### src/msr_pkg.sv
package msr_pkg;

   // ************************************************************
   // Clock and timing
   // ************************************************************
   localparam int unsigned CLK_HZ = 50_000_000;
   localparam int unsigned INT_PULSE_NS = 2500;
   localparam int unsigned INT_CYC = (INT_PULSE_NS * (CLK_HZ / 1_000_000)) / 1000;
   localparam int unsigned LP_SLOW_HZ = 10;
   localparam int unsigned LP_FAST_HZ = 160;
   localparam int unsigned LP_SLOW_CYC = CLK_HZ / LP_SLOW_HZ;
   localparam int unsigned LP_FAST_CYC = CLK_HZ / LP_FAST_HZ;

   // ************************************************************
   // Register offsets (byte addresses)
   // ************************************************************
   localparam logic [7:0] OFS_CTRL = 8'h00;
   localparam logic [7:0] OFS_TRIG = 8'h04;
   localparam logic [7:0] OFS_STAT = 8'h08;
   localparam logic [7:0] OFS_X = 8'h0C;
   localparam logic [7:0] OFS_Y = 8'h10;
   localparam logic [7:0] OFS_Z = 8'h14;
   localparam logic [7:0] OFS_TEMP = 8'h18;

   // ************************************************************
   // Control field positions and reset value
   // ************************************************************
   localparam int unsigned CTRL_MODE_LSB = 0;
   localparam int unsigned CTRL_RATE_BIT = 2;
   localparam int unsigned CTRL_CHSET_LSB = 3;
   localparam int unsigned CTRL_SR_BIT = 5;
   localparam int unsigned CTRL_INTEN_BIT = 6;
   localparam int unsigned CTRL_W = 7;
   localparam logic [6:0] CTRL_RST = 7'h40;
   localparam logic [31:0] DATA_RST = 32'h0000_0000;

   // Status field positions
   localparam int unsigned STAT_BUSY_BIT = 0;
   localparam int unsigned STAT_CHAN_LSB = 1;
   localparam int unsigned STAT_CNT_LSB = 16;

   // Temperature: only result bits 11..2 are visible
   localparam int unsigned TEMP_KEEP_LSB = 2;

   // ************************************************************
   // Enumerations
   // ************************************************************
   typedef enum logic [1:0] {
      MODE_POWER_DOWN,
      MODE_LOW_POWER,
      MODE_FAST,
      MODE_MASTER
   } msr_mode_e;

   typedef enum logic [1:0] {
      CHSET_XYZT,
      CHSET_XYZ,
      CHSET_XY,
      CHSET_RSVD
   } msr_chset_e;

   typedef enum logic [1:0] {
      CH_FIELD_X,
      CH_FIELD_Y,
      CH_FIELD_Z,
      CH_TEMP
   } msr_chan_e;

   localparam logic [1:0] RESP_OKAY = 2'b00;
   localparam logic [1:0] RESP_SLVERR = 2'b10;

endpackage

### src/msr_sync3.sv
`timescale 1ns/1ps
// Three-stage synchroniser; the level moves only when stages two and three agree
module msr_sync3 (
   input wire logic i_mclk, // System clock
   input wire logic i_rst, // Async reset, active high
   input wire logic i_pin, // Asynchronous input
   output logic o_level, // Filtered level
   output logic o_rise // One-cycle pulse on a filtered rising edge
);
   logic s1_r;
   logic s2_r;
   logic s3_r;
   logic level_r;
   logic rise_r;
   wire agree = (s2_r == s3_r);

   always_ff @(posedge i_mclk or posedge i_rst) begin
      if (i_rst) begin
         s1_r <= 1'b0;
         s2_r <= 1'b0;
         s3_r <= 1'b0;
         level_r <= 1'b0;
         rise_r <= 1'b0;
      end else begin
         s1_r <= i_pin;
         s2_r <= s1_r;
         s3_r <= s2_r;
         if (agree) begin
            level_r <= s3_r;
         end
         rise_r <= agree & s3_r & ~level_r;
      end
   end

   assign o_level = level_r;
   assign o_rise = rise_r;
endmodule

### src/msr_readout.sv
`timescale 1ns/1ps
// What this block does
// Temperature channel enabled at reset; software may drop it for faster cycles.
// Temperature register shows result bits 11..2 only; reader appends two bits.
// Power-down mode performs no measurement or conversion.
// Low-power mode runs cycles periodically at 10 Hz or 160 Hz.
// Fast mode converts continuously over the selected channel set.
// Host in fast mode clocks bus at 800 kHz and syncs on interrupt.
// Master-controlled mode starts a cycle only on host trigger.
// End-of-conversion is an active-low pulse of typically 2.5 us when enabled.
// Full range: host reads first value 30 to 50 us after pulse end.
// Short range: host reads first value 42 to 70 us after pulse end.
// Host completes each next read inside the consecutive-read window.
// Serial slave accepts bit clocks up to 1000 kHz, typically 400 kHz.
// Fast mode restarts a cycle immediately after the previous one completes.
// Other modes start a cycle only on an internal or external trigger.
// Channels convert X, Y, Z, temperature; disabled channels are never updated.
// No end-of-conversion pulse while in power-down.
module msr_readout
   import msr_pkg::*;
#(
   parameter int unsigned LP_SLOW_CYCLES = LP_SLOW_CYC, // 10 Hz period in clocks
   parameter int unsigned LP_FAST_CYCLES = LP_FAST_CYC, // 160 Hz period in clocks
   parameter int unsigned RES_W = 12 // ADC result width
) (
   input wire logic i_mclk, // System clock, 50 MHz
   input wire logic i_rst, // Async reset, active high
   // AXI4-Lite slave
   input wire logic [7:0] s_axi_awaddr, // Write address
   input wire logic s_axi_awvalid, // Write address valid
   output logic s_axi_awready, // Write address ready
   input wire logic [31:0] s_axi_wdata, // Write data
   input wire logic [3:0] s_axi_wstrb, // Write byte enables
   input wire logic s_axi_wvalid, // Write data valid
   output logic s_axi_wready, // Write data ready
   output logic [1:0] s_axi_bresp, // Write response
   output logic s_axi_bvalid, // Write response valid
   input wire logic s_axi_bready, // Write response ready
   input wire logic [7:0] s_axi_araddr, // Read address
   input wire logic s_axi_arvalid, // Read address valid
   output logic s_axi_arready, // Read address ready
   output logic [31:0] s_axi_rdata, // Read data
   output logic [1:0] s_axi_rresp, // Read response
   output logic s_axi_rvalid, // Read data valid
   input wire logic s_axi_rready, // Read data ready
   // Converter
   output logic o_adc_start, // Start one channel conversion, pulse
   output logic [1:0] o_adc_chan, // Channel being converted
   output logic o_short_range, // Short-range setting to the front end
   input wire logic i_adc_done, // Conversion finished, pulse
   input wire logic [RES_W-1:0] i_adc_result, // Conversion result, two's complement
   // Pins
   input wire logic i_ext_trig, // External trigger pin, asynchronous
   output logic o_int_n // End-of-conversion, active low
);

   // ************************************************************
   // Register state
   // ************************************************************
   logic [CTRL_W-1:0] ctrl_r;
   logic [RES_W-1:0] res_r [4];
   logic bvalid_r;
   logic [1:0] bresp_r;
   logic rvalid_r;
   logic [31:0] rdata_r;
   logic [1:0] rresp_r;
   logic [15:0] cyc_cnt_r;

   wire msr_mode_e mode = msr_mode_e'(ctrl_r[CTRL_MODE_LSB +: 2]);
   wire msr_chset_e chset = msr_chset_e'(ctrl_r[CTRL_CHSET_LSB +: 2]);
   wire rate_fast = ctrl_r[CTRL_RATE_BIT];
   wire int_en = ctrl_r[CTRL_INTEN_BIT];

   // ************************************************************
   // Write channel: address and data taken together
   // ************************************************************
   wire wr_take = s_axi_awvalid & s_axi_wvalid & ~bvalid_r;
   wire wr_ctrl = wr_take & (s_axi_awaddr == OFS_CTRL);
   wire wr_trig = wr_take & (s_axi_awaddr == OFS_TRIG);
   wire wr_ok = wr_ctrl | wr_trig;
   wire sw_trig = wr_trig & s_axi_wstrb[0] & s_axi_wdata[0];

   // Byte enables: only lane 0 holds control bits
   wire [CTRL_W-1:0] ctrl_wr_val = s_axi_wstrb[0] ? s_axi_wdata[CTRL_W-1:0] : ctrl_r;

   // Taken as soon as both are offered and no write response is still pending;
   // a master that offers them apart just waits, and no holding register is needed.
   assign s_axi_awready = wr_take;
   assign s_axi_wready = wr_take;
   assign s_axi_bvalid = bvalid_r;
   assign s_axi_bresp = bresp_r;

   always_ff @(posedge i_mclk or posedge i_rst) begin
      if (i_rst) begin
         ctrl_r <= CTRL_RST;
         bvalid_r <= 1'b0;
         bresp_r <= RESP_OKAY;
      end else begin
         if (wr_ctrl) begin
            ctrl_r <= ctrl_wr_val;
         end
         if (wr_take) begin
            bvalid_r <= 1'b1;
            bresp_r <= wr_ok ? RESP_OKAY : RESP_SLVERR;
         end else if (s_axi_bready) begin
            bvalid_r <= 1'b0;
         end
      end
   end

   // ************************************************************
   // Read channel
   // ************************************************************
   typedef enum logic [1:0] {
      ST_IDLE,
      ST_CONV
   } msr_state_e;

   msr_state_e state_r;
   logic [1:0] chan_r;

   // One read at a time: a new address waits until the data is taken
   wire rd_take = s_axi_arvalid & ~rvalid_r;
   wire busy = (state_r == ST_CONV);
   wire [31:0] stat_word = {cyc_cnt_r, 13'h0000, chan_r, busy};
   wire [31:0] temp_word = {22'h00_0000, res_r[CH_TEMP][RES_W-1:TEMP_KEEP_LSB]};
   wire rd_hit_ctrl = (s_axi_araddr == OFS_CTRL);
   wire rd_hit_trig = (s_axi_araddr == OFS_TRIG);
   wire rd_hit_stat = (s_axi_araddr == OFS_STAT);
   wire rd_hit_x = (s_axi_araddr == OFS_X);
   wire rd_hit_y = (s_axi_araddr == OFS_Y);
   wire rd_hit_z = (s_axi_araddr == OFS_Z);
   wire rd_hit_t = (s_axi_araddr == OFS_TEMP);
   wire rd_hit = rd_hit_ctrl | rd_hit_trig | rd_hit_stat | rd_hit_x | rd_hit_y | rd_hit_z | rd_hit_t;
   // Field results are sign-extended so software reads a plain signed word
   wire [31:0] x_word = {{(32-RES_W){res_r[CH_FIELD_X][RES_W-1]}}, res_r[CH_FIELD_X]};
   wire [31:0] y_word = {{(32-RES_W){res_r[CH_FIELD_Y][RES_W-1]}}, res_r[CH_FIELD_Y]};
   wire [31:0] z_word = {{(32-RES_W){res_r[CH_FIELD_Z][RES_W-1]}}, res_r[CH_FIELD_Z]};
   // Unmapped offsets read as zero and answer with an error response
   wire [31:0] rd_mux =
      rd_hit_ctrl ? {25'h000_0000, ctrl_r} :
      rd_hit_stat ? stat_word :
      rd_hit_x ? x_word :
      rd_hit_y ? y_word :
      rd_hit_z ? z_word :
      rd_hit_t ? temp_word : 32'h0000_0000;

   assign s_axi_arready = rd_take;
   assign s_axi_rvalid = rvalid_r;
   assign s_axi_rdata = rdata_r;
   assign s_axi_rresp = rresp_r;

   always_ff @(posedge i_mclk or posedge i_rst) begin
      if (i_rst) begin
         rvalid_r <= 1'b0;
         rdata_r <= DATA_RST;
         rresp_r <= RESP_OKAY;
      end else if (rd_take) begin
         rvalid_r <= 1'b1;
         rdata_r <= rd_mux;
         rresp_r <= rd_hit ? RESP_OKAY : RESP_SLVERR;
      end else if (s_axi_rready) begin
         rvalid_r <= 1'b0;
      end
   end

   // ************************************************************
   // Trigger sources
   // ************************************************************
   logic ext_rise;

   msr_sync3 u_trig_sync (
      .i_mclk(i_mclk),
      .i_rst(i_rst),
      .i_pin(i_ext_trig),
      .o_level(),
      .o_rise(ext_rise)
   );

   // Low-power wake timer; free-runs only in low-power mode. A tick that
   // lands while a cycle is still running is dropped rather than queued,
   // so a long channel set lowers the rate instead of piling up requests.
   logic [22:0] lp_cnt_r;
   wire [22:0] lp_period = rate_fast ? 23'(LP_FAST_CYCLES - 1) : 23'(LP_SLOW_CYCLES - 1);
   wire lp_tick = (mode == MODE_LOW_POWER) & (lp_cnt_r >= lp_period);

   always_ff @(posedge i_mclk or posedge i_rst) begin
      if (i_rst) begin
         lp_cnt_r <= 23'h00_0000;
      end else if (mode != MODE_LOW_POWER || lp_tick) begin
         lp_cnt_r <= 23'h00_0000;
      end else begin
         lp_cnt_r <= lp_cnt_r + 23'h00_0001;
      end
   end

   // Fast mode needs no trigger; low-power and master modes wait for one, power-down never starts
   wire trig_go =
      (mode == MODE_LOW_POWER) ? lp_tick :
      (mode == MODE_MASTER) ? (sw_trig | ext_rise) :
      1'b0;

   // ************************************************************
   // Measurement sequencer
   // ************************************************************
   // The spare channel-set code falls back to all four channels
   wire [1:0] last_chan =
      (chset == CHSET_XY) ? 2'(CH_FIELD_Y) :
      (chset == CHSET_XYZ) ? 2'(CH_FIELD_Z) : 2'(CH_TEMP);
   wire pd = (mode == MODE_POWER_DOWN);
   wire conv_done = (state_r == ST_CONV) & i_adc_done & ~pd;
   wire cyc_end = conv_done & (chan_r == last_chan);
   wire start_idle = (state_r == ST_IDLE) & ((mode == MODE_FAST) | trig_go);
   logic adc_start_r;

   always_ff @(posedge i_mclk or posedge i_rst) begin
      if (i_rst) begin
         state_r <= ST_IDLE;
         chan_r <= 2'(CH_FIELD_X);
         adc_start_r <= 1'b0;
         cyc_cnt_r <= 16'h0000;
      end else begin
         adc_start_r <= 1'b0;
         case (state_r)
            ST_IDLE: begin
               if (start_idle) begin
                  state_r <= ST_CONV;
                  chan_r <= 2'(CH_FIELD_X);
                  adc_start_r <= 1'b1;
               end
            end
            ST_CONV: begin
               if (pd) begin
                  // A done that arrives after the abort is ignored, since
                  // only the converting state listens to the converter
                  state_r <= ST_IDLE;
               end else if (cyc_end) begin
                  cyc_cnt_r <= cyc_cnt_r + 16'h0001;
                  chan_r <= 2'(CH_FIELD_X);
                  if (mode == MODE_FAST) begin
                     adc_start_r <= 1'b1;
                  end else begin
                     state_r <= ST_IDLE;
                  end
               end else if (conv_done) begin
                  chan_r <= chan_r + 2'b01;
                  adc_start_r <= 1'b1;
               end
            end
            default: begin
               state_r <= ST_IDLE;
            end
         endcase
      end
   end

   assign o_adc_start = adc_start_r;
   assign o_adc_chan = chan_r;
   assign o_short_range = ctrl_r[CTRL_SR_BIT];

   // Only the converted channel is written; disabled ones keep old data
   // One process per slot keeps every result word single-driven
   genvar g;
   generate
      for (g = 0; g < 4; g++) begin : g_res
         always_ff @(posedge i_mclk or posedge i_rst) begin
            if (i_rst) begin
               res_r[g] <= '0;
            end else if (conv_done && chan_r == 2'(g)) begin
               res_r[g] <= i_adc_result;
            end
         end
      end
   endgenerate

   // ************************************************************
   // End-of-conversion pulse
   // ************************************************************
   // A new cycle end during a pulse restarts its length rather than
   // stretching two pulses together unnoticed.
   // Power-down releases the pin at once and cuts a running pulse short.
   logic [7:0] int_cnt_r;
   logic int_n_r;

   always_ff @(posedge i_mclk or posedge i_rst) begin
      if (i_rst) begin
         int_cnt_r <= 8'h00;
         int_n_r <= 1'b1;
      end else if (pd) begin
         int_cnt_r <= 8'h00;
         int_n_r <= 1'b1;
      end else if (cyc_end && int_en) begin
         int_cnt_r <= 8'(INT_CYC - 1);
         int_n_r <= 1'b0;
      end else if (int_cnt_r != 8'h00) begin
         int_cnt_r <= int_cnt_r - 8'h01;
      end else begin
         int_n_r <= 1'b1;
      end
   end

   assign o_int_n = int_n_r;

endmodule

### config.mk
export PLATFORM = sky130hd
export DESIGN_NAME = msr_readout
export DESIGN_NICKNAME = d
export VERILOG_FILES = /design/src/msr_pkg.sv /design/src/msr_sync3.sv /design/src/msr_readout.sv
export SDC_FILE = /design/constraint.sdc
export NUM_CORES = 1
export LEC_CHECK = 0
export ABC_AREA = 1
export BUFFER_PORTS_ARGS = -buffer_cell sky130_fd_sc_hd__buf_2
export CAP_MARGIN = 20
export CELL_PAD_IN_SITES_DETAIL_PLACEMENT = 1
export CELL_PAD_IN_SITES_GLOBAL_PLACEMENT = 2
export CORE_ASPECT_RATIO = 1.1
export CORE_MARGIN = 2
export CORE_UTILIZATION = 36
export DETAILED_ROUTE_END_ITERATION = 6
export GPL_ROUTABILITY_DRIVEN = 1
export PLACE_DENSITY_LB_ADDON = 0.1
export SYNTH_ARGS = -nofsm -noshare
export SYNTH_HDL_FRONTEND = slang
export SYNTH_SLANG_ARGS = --single-unit
### constraint.sdc
create_clock -name i_mclk -period 13.58 [get_ports i_mclk]
set_clock_uncertainty 0.2 [all_clocks]
set_input_delay 2.037 -clock i_mclk [delete_from_list [all_inputs] [get_ports i_mclk]]
set_output_delay 2.037 -clock i_mclk [all_outputs]
set_load 0.02 [all_outputs]
* After elaboration in Yosys (flattened, before gate mapping) *
Index checks and enable logic that the tools add are counted.

storage, ports and cells
  bits of input ports = 73
  logic and storage cells = 139
  output and inout port bits = 46
  flip-flop bits (word level) = 151

cells by class
  add/subtract/negate cells = 4
  muxes and demuxes = 40
  equal/unequal tests = 25
  reductions and logical operators = 20
  bitwise gates (word level) = 27
  $lt $le $gt $ge = 1

operator list
  kind                                                                      number
  32-bit 2-to-1 mux                                                         5
  23-bit 2-to-1 mux                                                         2
  8-bit by 5-bit == test with 1-bit output (second input constant)          3
  8-bit 2-to-1 mux                                                          3
  23-bit by 1-bit adder with 23-bit output (second input constant)          1
  23-bit greater-or-equal comparator                                        1
  2-bit 2-to-1 mux                                                          11
  16-bit by 1-bit adder with 16-bit output (second input constant)          1
  8-bit by 3-bit == test with 1-bit output (second input constant)          2
  8-bit by 4-bit == test with 1-bit output (second input constant)          2
  8-bit zero test                                                           2
  1-bit 2-to-1 mux                                                          15
  1-bit bitwise AND                                                         14
  2-bit == test (second input constant)                                     5
  10-bit 2-to-1 mux                                                         1
  1-bit bitwise OR                                                          9
  2-bit by 1-bit == test with 1-bit output (second input constant)          4
  2-bit case mux with 2 select lines                                        2
  8-bit nonzero test                                                        1
  8-bit by 1-bit subtractor with 8-bit output (second input constant)       1
  2-bit zero test                                                           3
  3-bit by 1-bit inequality test with 1-bit output (second input constant)  2
  3-bit inequality test (second input constant)                             2
  3-bit AND reduction                                                       2
  other kinds (13)                                                          23

* Logic depth before layout (Yosys ltp) *
Gate-level depths: netlist of the first run.

  word-level depth = 12
  mapped depth = 15
  gate-level depth less buffers = 15

* Cells and area by module *
Synthesis of the first run repeated with hierarchy kept, for this count alone.

second synthesis, totals
  cell total of the unflattened synthesis = 871
  area, all modules = 7,285.7 sq um

by module, submodules not included
  module       area an instance (sq um)  seq. area each (sq um)  cells each  times used
  msr_readout  7,121.8                   3,430.8                 858         1
  msr_sync3    163.9                     125.1                   13          1

* Worst setup path before layout of the first run *
No wires, ideal clock.

  kind = in2out
  start point = input port s_axi_arvalid
  end point = output port s_axi_arready
  buffers on the path = 1
  slack = 8.691 ns
  arrival = 2.652 ns
  stages = 3
  required time = 11.343 ns
  path through = nand2_1 -> clkbuf_1 -> inv_1

on the way
  cells in the longest elaborated chain, start to end = 1

ends and longest elaborated chain
  item                RTL line            source
  start: declaration  msr_readout.sv:40   input wire logic s_axi_arvalid,
  1-bit bitwise AND   msr_readout.sv:123  wire rd_take = s_axi_arvalid & ~rvalid_r;
  end: declaration    msr_readout.sv:41   output logic s_axi_arready,

No other way between the ends.

* Worst setup path after layout of the first run *
Same ends and word-level chain as after synthesis.

==> summary.txt, run 1 <==
Timing
  – Worst-Margin Slew: 0.942 ns
  – Final Setup Violations: 0
  – Final min period: 4.87 ns
  – Final Max Tran Viols: 0
  – Final hold slack: 0.157 ns
  – Relative slew slack: 37.2%
  – RSZ-0062 raised after global routing: no
  – Final Hold Fails: 0
  – Crit share post-route: 35.8%
  – Max Clk Rate: 205 MHz
  – Setup_tns: 0 ns

Setup path
  – Setup crit end kind: primary output
  – Critical path startpoint category: input port
  – Worst endpoint required time: 11.34 ns
  – Worst endpoint data arrival time: 2.63 ns
  – Worst-path fanout max: 7
  – WS Path Type: in -> out

Logic synthesis
  – Post-synth EDFFs: 0
  – Count of state elements after synthesis: 142
  – Yosys cell types: 45
  – Mapped Cells: 848
  – Top cells by area, synth: dfrtp_1, nand2_1, o21ai_0, nor2_1, inv_1
  – Mux cell area share after synthesis: 1.25%
  – Synth Cell Area: 0.00723 mm²
  – Seq/Total Area, Yosys: 49.2%
  – Post-Synth Adder-Cell Area: 3.29%
  – Simple-gate share of the synthesized area: 25.2%
  – Syn avg cell area: 8.52 µm²
  – Largest family of logic cells by synthesized area: simple AND/OR/NAND/NOR gates
  – FFs w/ async S/R, synth: 100%
  – Post-synthesis xor/xnor area fraction: 3.64%
  – Synth Area in Compound Gates: 10.7%
  – Dominant synthesized flop cell: dfrtp_1
  – Synth top area share: 48.5%
  – Synth area leader: dfrtp_1
  – Total of warnings raised by yosys: 0

Clocking
  – Maximum root-to-sink buffer count: 2
  – Worst-path clk slew: 0.06 ns
  – Post-CTS sizing: 0
  – Hold_buf cts: 0
  – CTS tree: yes
  – Num CTS Buffers: 17
  – Root buf cell: clkbuf_16
  – # Post-CTS Setup Buffers: 0
  – CTS sink cnt: 142
  – Clk_lat worst skew: 0.42 ns
  – H-Tree Depth: 4

Detailed routing
  – DRT Pass-1 Iters: 4
  – Detail Route Antenna Nets: 0
  – 1st-iter DRT viols: 278
  – Vias per cell: 4.99
  – Routed vias: 5968
  – Overall routed net length: 19.8 mm
  – Wire length per cell: 16.6 µm
  – # DRC: 0

Placement
  – Post-detail-place hpwl: 14.0 mm
  – PortBufs: 88
  – Gpl congestion: 0.832

Floorplan
  – Starting density of the core: 36.5%
  – # rows: 54
  – I/O pin count: 119
  – DIE WIDTH: 139 µm
  – Die height: 153 µm
  – Die Area: 0.0212 mm²
  – Placeable Area: 0.0198 mm²

Finish
  – Nets@finish: 1024
  – Layout Area Growth over Synthesis: 17.7%
  – Ant. Diodes: 0
  – Commonest non-fill, non-tap cell in the layout: nand2_1
  – Most frequent cells in the layout: nand2_1, dfrtp_1, buf_2
  – Layout cell share with drive strength beyond 1: 19.8%

Global route
  – Global routing met3 resource utilization: 3.27%
  – GR peak layer: met2
  – Routing usage on met1: 24.4%
  – Total grt overflow: 0
  – GRT Total Usage: 19.7%
  – Largest net degree at the start of global routing: 104
  – Vias in the first global route: 6590
  – GRT met2 Usage: 35.2%
  – First-pass GRT wire length: 33.6 mm
  – Initial antenna violation count: 0

Power and ir drop
  – PwrDens: 118 mW/mm²
  – Leak: 4.32 nW
  – Peak supply drop: 0.0904 mV

Run
  – Max Cap Violations: 0

Outcome
  – Outcome: complete, no violations

Hold path
  – Worst min path class: reg -> reg
## stage by stage
stage          utilization, %  total power, W  cell area (µm²)  setup slack (ns)  std cells
2_1_floorplan               -        0.000483             7230              7.54        849
3_3_place_gp             39.7        0.000508             7860              8.69       1164
3_5_place_dp             39.8        0.000510             7880              8.70       1165
4_1_cts                  43.0         0.00102             8510              8.69       1197
5_1_grt                  43.0         0.00105             8510              8.64       1197
6_report                 43.0         0.00100             8510              8.71       1197
## worst paths after layout
check	from	end	slack (ns)	cells after the start
worst max-delay path	s_axi_arvalid	s_axi_arready	8.71	4
worst min-delay path	u_trig_sync.s1_r	u_trig_sync.s2_r	0.16	0
worst max register to register	ctrl_r[2]	lp_cnt_r[16]	10.76	13
worst min register to register	u_trig_sync.s1_r	u_trig_sync.s2_r	0.16	0
max in group asynchronous	i_rst	o_adc_chan[1]	10.39	3
min in group asynchronous	i_rst	s_axi_rresp[1]	1.64	2
## kinds of logic after synthesis
group | after synthesis
xor gates and xnor gates | 30
buffers and inverters | 115
DFF | 142
adders and majority gates | 19
other | 1
and+or+nand+nor | 403
muxes | 8
AOI/OAI and AO/OA | 130
## sequential cells by signal, indices dropped and copies added (netlist names)
signal               count
ctrl_r                   7
o_adc_chan               2
state_r                  1
res_r                   46
s_axi_rresp              1
lp_cnt_r                23
u_trig_sync.o_rise       1
u_trig_sync.o_level      1
u_trig_sync.s1_r         1
s_axi_rdata             28
o_int_n                  1
s_axi_bvalid             1
int_cnt_r                8
u_trig_sync.s2_r         1
s_axi_bresp              1
s_axi_rvalid             1
u_trig_sync.s3_r         1
o_adc_start              1
cyc_cnt_r               16
## report_power, final
group | switching, W | total [W] | internal [W]
combinational | 0.0000444 | 0.0000626 | 0.0000182
clock | 0.000187 | 0.000504 | 0.000318
sequential | 0.00000693 | 0.000438 | 0.000431
total | 0.000238 | 0.00100 | 0.000767
## per-layer routing
metal	wire length (µm)	share of wire [%]
met2	10200	52
met4	352	1.8
met5	0	0
met3	409	2.1
met1	8830	45
## Yosys cell counts (all sizes together), types with 2 or more instances
library cell	n
o31ai	5
inv	88
o21ai	77
nor4	5
nand2	237
ha	19
nand3	30
mux2	8
o21a	3
xnor2	8
dfstp	2
nor2	92
nor3	25
dfrtp	140
o211ai	16
a21oi	26
nand4	11
buf	15
clkbuf	12
xor2	22
## critical path, cell delays in order
cell and delay [ns]:
buf_2 0.07, nand2_1 0.07, inv_1 0.22, buf_2 0.22
## layout make-up
type,count,area (µm²)
Clock buffer,22,464
Clock inverter,10,161
Fill cell,2403,11300
Inverter,88,340
Multi-Input combinational cell,592,3190
Sequential cell,142,3560
Tap cell,252,315
Timing Repair Buffer,91,483
No activity file was read; power rests on OpenSTA's default activity.
==> run 2: changes to the inputs <==
CORE_UTILIZATION = 34   (was 36)
clock period = 4.8 ns   (was 13.58 ns; I/O delays follow)
==> run 2 against run 1 <==
  * Worst hold slack gained 0.0070 ns
  * Largest power group unchanged
  * Power grew to 2.8 times the previous value
  * Sequential share of layout area shrank 0.20 points
  * Register-to-register slack lost 8.7 ns
  * Critical path depth grew 9
  * Sequential cell count is the same
  * Largest cell class unchanged
  * First-iteration DRC count shrank 41%
  * Combinational power grew to 2.9 times the previous value
  * Critical path type is now reg -> reg
==> summary.txt, run 2 (synthesized netlist as in run 1, its figures left out) <==
Outcome
  – Outcome: complete, no violations

Global route
  – Initial antenna violation count: 0
  – Vias in the first global route: 6495
  – Total grt overflow: 0
  – Largest net degree at the start of global routing: 73
  – First-pass GRT wire length: 32.9 mm
  – GRT Total Usage: 18.6%

Clocking
  – Hold_buf cts: 0
  – Num CTS Buffers: 17
  – CTS sink cnt: 142
  – Worst-path clk slew: 0.07 ns
  – Clk_lat worst skew: 0.42 ns
  – Maximum root-to-sink buffer count: 2
  – Post-CTS sizing: 0
  – H-Tree Depth: 4
  – Root buf cell: clkbuf_16
  – # Post-CTS Setup Buffers: 0
  – CTS tree: yes

Hold path
  – WHS Path Cells: 0
  – Worst min path class: reg -> reg

Detailed routing
  – # DRC: 0
  – Routed vias: 5899
  – Detail Route Antenna Nets: 0
  – Vias per cell: 4.79
  – 1st-iter DRT viols: 164
  – DRT Pass-1 Iters: 4
  – Overall routed net length: 19.4 mm
  – Wire length per cell: 15.8 µm

Floorplan
  – Die height: 157 µm
  – Placeable Area: 0.0207 mm²
  – DIE WIDTH: 143 µm
  – Starting density of the core: 34.9%
  – # rows: 55
  – I/O pin count: 119
  – Die Area: 0.0224 mm²

Setup path
  – WS Path Type: reg -> reg
  – Worst path bufs/invs: 3
  – CP dominant cell by count: nand2_1
  – Crit path cell chain: inv_1, ha_1, nand2_1, inv_1, nand2_1, nor2_1, nand3_1, nand2_1, nor2_2, nand3_2, inv_2, o21ai_0, a21oi_1
  – Setup crit end kind: register
  – FF-to-FF path depth: 13
  – CP peak stage delay: 0.56 ns
  – Slowest CP cell: dfrtp_1
  – Critical path startpoint category: register
  – Worst endpoint data arrival time: 2.91 ns
  – Worst endpoint required time: 4.94 ns
  – Worst path top cell family by delay: simple AND/OR/NAND/NOR gates
  – Worst-path fanout max: 17
  – Critical Path Stages: 13

Power and ir drop
  – Total power after layout: 0.00284 W
  – PwrDens: 333 mW/mm²
  – Leak: 4.31 nW
  – Peak supply drop: 0.205 mV

Run
  – Max Cap Violations: 0

Finish
  – Layout Area Growth over Synthesis: 18.3%
  – Most frequent cells in the layout: nand2_1, dfrtp_1, buf_2
  – Max reg flops: 46
  – Nets@finish: 1026
  – Top reg by flops: res_r
  – Commonest non-fill, non-tap cell in the layout: nand2_1
  – Layout cell share with drive strength beyond 1: 20.1%
  – Ant. Diodes: 0
  – Finished Core Util: 41.3%

Timing
  – Setup_tns: 0 ns
  – Final Max Tran Viols: 0
  – Final min period: 2.77 ns
  – Final Hold Fails: 0
  – RSZ-0062 raised after global routing: no
  – Max Clk Rate: 360 MHz
  – Worst-Margin Slew: 0.826 ns
  – Relative slew slack: 44.5%
  – Final Setup Violations: 0
  – Final hold slack: 0.164 ns
  – Crit share post-route: 57.8%

Placement
  – PortBufs: 88
  – Gpl congestion: 0.769
  – Post-detail-place hpwl: 14.1 mm
-- run 2: layout make-up --
class | count | area, µm²
Timing Repair Buffer | 93 | 478
Multi-Input combinational cell | 592 | 3190
Tap cell | 285 | 357
Clock inverter | 12 | 184
Sequential cell | 142 | 3560
Clock buffer | 20 | 447
Inverter | 88 | 340
Fill cell | 2451 | 12200
-- run 2: worst paths after layout --
kind                                       start          endpoint  slack [ns]
worst min-delay path            u_trig_sync.s1_r  u_trig_sync.s2_r        0.16
worst min register to register  u_trig_sync.s1_r  u_trig_sync.s2_r        0.16
worst max-delay path                   ctrl_r[2]      lp_cnt_r[16]        2.03
worst max register to register         ctrl_r[2]      lp_cnt_r[16]        2.03
min in group asynchronous                  i_rst         res_r[44]        0.22
max in group asynchronous                  i_rst      cyc_cnt_r[6]        3.20
-- run 2: report_power, final --
part / internal [W] / total (W) / leakage, nW / switching [W]
clock network: 0.000889 / 0.00143 / 0.301 / 0.000537
logic: 0.0000521 / 0.000179 / 2.10 / 0.000127
registers: 0.00122 / 0.00124 / 1.91 / 0.0000195
-- run 2: layer usage --
layer	up-vias	routed length (µm)	global-route usage [%]
met1	2910	8480	22.3
met5	-	0	0
met2	66	10300	34.2
met4	0	329	5.99
li1	2902	-	-
met3	21	327	2.86
-- run 2: per-stage QoR --
step | instance area, µm² | std cells | worst slack [ns]
6_report | 8550 | 1232 | 2.03
5_1_grt | 8550 | 1232 | 1.66
4_1_cts | 8550 | 1232 | 1.94
3_5_place_dp | 7920 | 1200 | 1.93
3_3_place_gp | 7920 | 1200 | 1.99
2_1_floorplan | 7230 | 849 | 0.0737
==> run 3: changes to the inputs <==
clock period = 2.59 ns   (was 4.8 ns; I/O delays follow)
==> run 3 against run 2 <==
  * Power rose by 85%
  * Cell count rose by 1.9%
  * Die area unchanged
  * Design area rose by 2.8%
  * Sequential power rose by 85%
  * Worst hold slack worse by 0.15 ns
  * Worst setup slack worse by 1.7 ns
  * Sequential cell count is the same
  * Maximum frequency rose by 21%
  * Non-clock buffer count rose by 24
  * Largest cell class unchanged
  * Largest power group unchanged
==> summary.txt, run 3 (synthesized netlist as in run 1, its figures left out) <==
Timing
  – Crit share post-route: 88.2%
  – Final Max Tran Viols: 0
  – Worst-Margin Slew: 0.720 ns
  – RSZ-0062 raised after global routing: no
  – Max Clk Rate: 438 MHz
  – Setup_tns: 0 ns
  – Setup WS post-layout: 0.305 ns
  – Final Hold Fails: 0
  – Final min period: 2.29 ns
  – Relative slew slack: 51.9%
  – Final Setup Violations: 0

Global route
  – Total grt overflow: 0
  – Largest net degree at the start of global routing: 44
  – First-pass GRT wire length: 33.5 mm
  – Initial antenna violation count: 0
  – Vias in the first global route: 6646
  – GRT Total Usage: 19.0%

Floorplan
  – # rows: 55
  – Starting density of the core: 34.9%
  – Die height: 157 µm
  – I/O pin count: 119
  – Die Area: 0.0224 mm²
  – Placeable Area: 0.0207 mm²
  – DIE WIDTH: 143 µm

Setup path
  – WS Path Type: reg -> reg
  – Worst-path fanout max: 7
  – Worst endpoint required time: 2.75 ns
  – Setup crit end kind: register
  – Worst endpoint data arrival time: 2.44 ns
  – Slowest CP cell: dfrtp_1
  – CP peak stage delay: 0.39 ns
  – Critical path startpoint category: register
  – Crit path cell chain: buf_4, ha_1, nand3_1, nand2_1, a21oi_1, nor2_1, nor2_2, nand3_4, buf_4, nor2_1, o21a_1
  – FF-to-FF path depth: 11

Placement
  – Cell Area, Placed: 0.00808 mm²
  – Post-detail-place hpwl: 14.4 mm
  – Gpl congestion: 0.782
  – Placement Setup Slack: 0.181 ns
  – PortBufs: 88

Clocking
  – Clk_lat worst skew: 0.42 ns
  – H-Tree Depth: 4
  – Root buf cell: clkbuf_16
  – Maximum root-to-sink buffer count: 2
  – CTS sink cnt: 142
  – Num CTS Buffers: 17
  – # Post-CTS Setup Buffers: 0
  – Worst-path clk slew: 0.06 ns
  – CTS tree: yes

Finish
  – Design Area, Final: 0.00878 mm²
  – Layout Area Growth over Synthesis: 21.6%
  – Top reg by flops: res_r
  – Most frequent cells in the layout: nand2_1, dfrtp_1, buf_2
  – Layout cell share with drive strength beyond 1: 21.2%
  – Ant. Diodes: 0
  – Finished Core Util: 42.4%
  – Fill cells: 2503
  – Commonest non-fill, non-tap cell in the layout: nand2_1
  – Max reg flops: 46
  – Nets@finish: 1050

Detailed routing
  – Routed vias: 5949
  – Detail Route Antenna Nets: 0
  – DRT Pass-1 Iters: 4
  – # DRC: 0
  – Vias per cell: 4.74
  – Overall routed net length: 19.7 mm
  – 1st-iter DRT viols: 163
  – Wire length per cell: 15.7 µm

Power and ir drop
  – Leak: 4.43 nW
  – PwrDens: 599 mW/mm²
  – Total power after layout: 0.00526 W
  – Peak supply drop: 0.431 mV

Hold path
  – WHS Path Cells: 2
  – Worst min path class: in -> reg

Outcome
  – Outcome: complete, no violations

Run
  – Max Cap Violations: 0
[run 3: area by class of cell]
cell class | count | area [µm²] | share of cell area (%)
flip-flops and latches | 142 | 3560 | 40.5
multi-input cells | 592 | 3200 | 36.4
repair buffers | 117 | 716 | 8.15
clock buffers | 19 | 433 | 4.93
well taps | 285 | 357 | 4.06
inverters | 88 | 342 | 3.89
clock inverters | 13 | 186 | 2.12
[run 3: worst max-delay path, delay by kind of cell (launching register included)]
| family | cells | cell delay [ns] |
|---|---|---|
| AND/OR/NAND/NOR | 6 | 0.63 |
| flip-flops | 1 | 0.39 |
| buffers and inverters | 2 | 0.37 |
| AO/OA/AOI/OAI | 2 | 0.32 |
| adder cells (fa/ha/maj) | 1 | 0.30 |
[run 3: timing repair]
action	4_1_cts	5_1_grt
endpoints found under the setup margin	0	5
resized for setup	0	2
hold endpoints to repair	32	0
hold buffers	8	0
[run 3: worst paths after layout]
| kind | startpoint | slack, ns | endpoint |
|---|---|---|---|
| worst max-delay path | ctrl_r[2] | 0.30 | lp_cnt_r[11] |
| worst min-delay path | s_axi_wdata[5] | 0.01 | ctrl_r[5] |
| worst max register to register | ctrl_r[2] | 0.30 | lp_cnt_r[11] |
| worst min register to register | u_trig_sync.s1_r | 0.16 | u_trig_sync.s2_r |
| max in group asynchronous | i_rst | 1.07 | o_int_n |
| min in group asynchronous | i_rst | 0.44 | res_r[20] |
[run 3: through the flow]
step                instances  hold WS [ns]
floorplan                 849         0.131
global placement         1216         0.137
detailed placement       1216         0.147
CTS                      1256       0.00102
global route             1256        0.0168
finish                   1256        0.0111
[run 3: routing by layer]
metal,global-route usage [%],share of wire (%),up-vias
met2,34.4,53,73
met5,0,0,-
met1,23.3,44,2906
li1,-,-,2953
met3,3.01,2.0,17
met4,5.66,1.4,0
[run 3: where the power goes]
part	switching [W]	internal (W)
clock network	0.000987	0.00162
registers	0.0000365	0.00226
logic	0.000241	0.000116
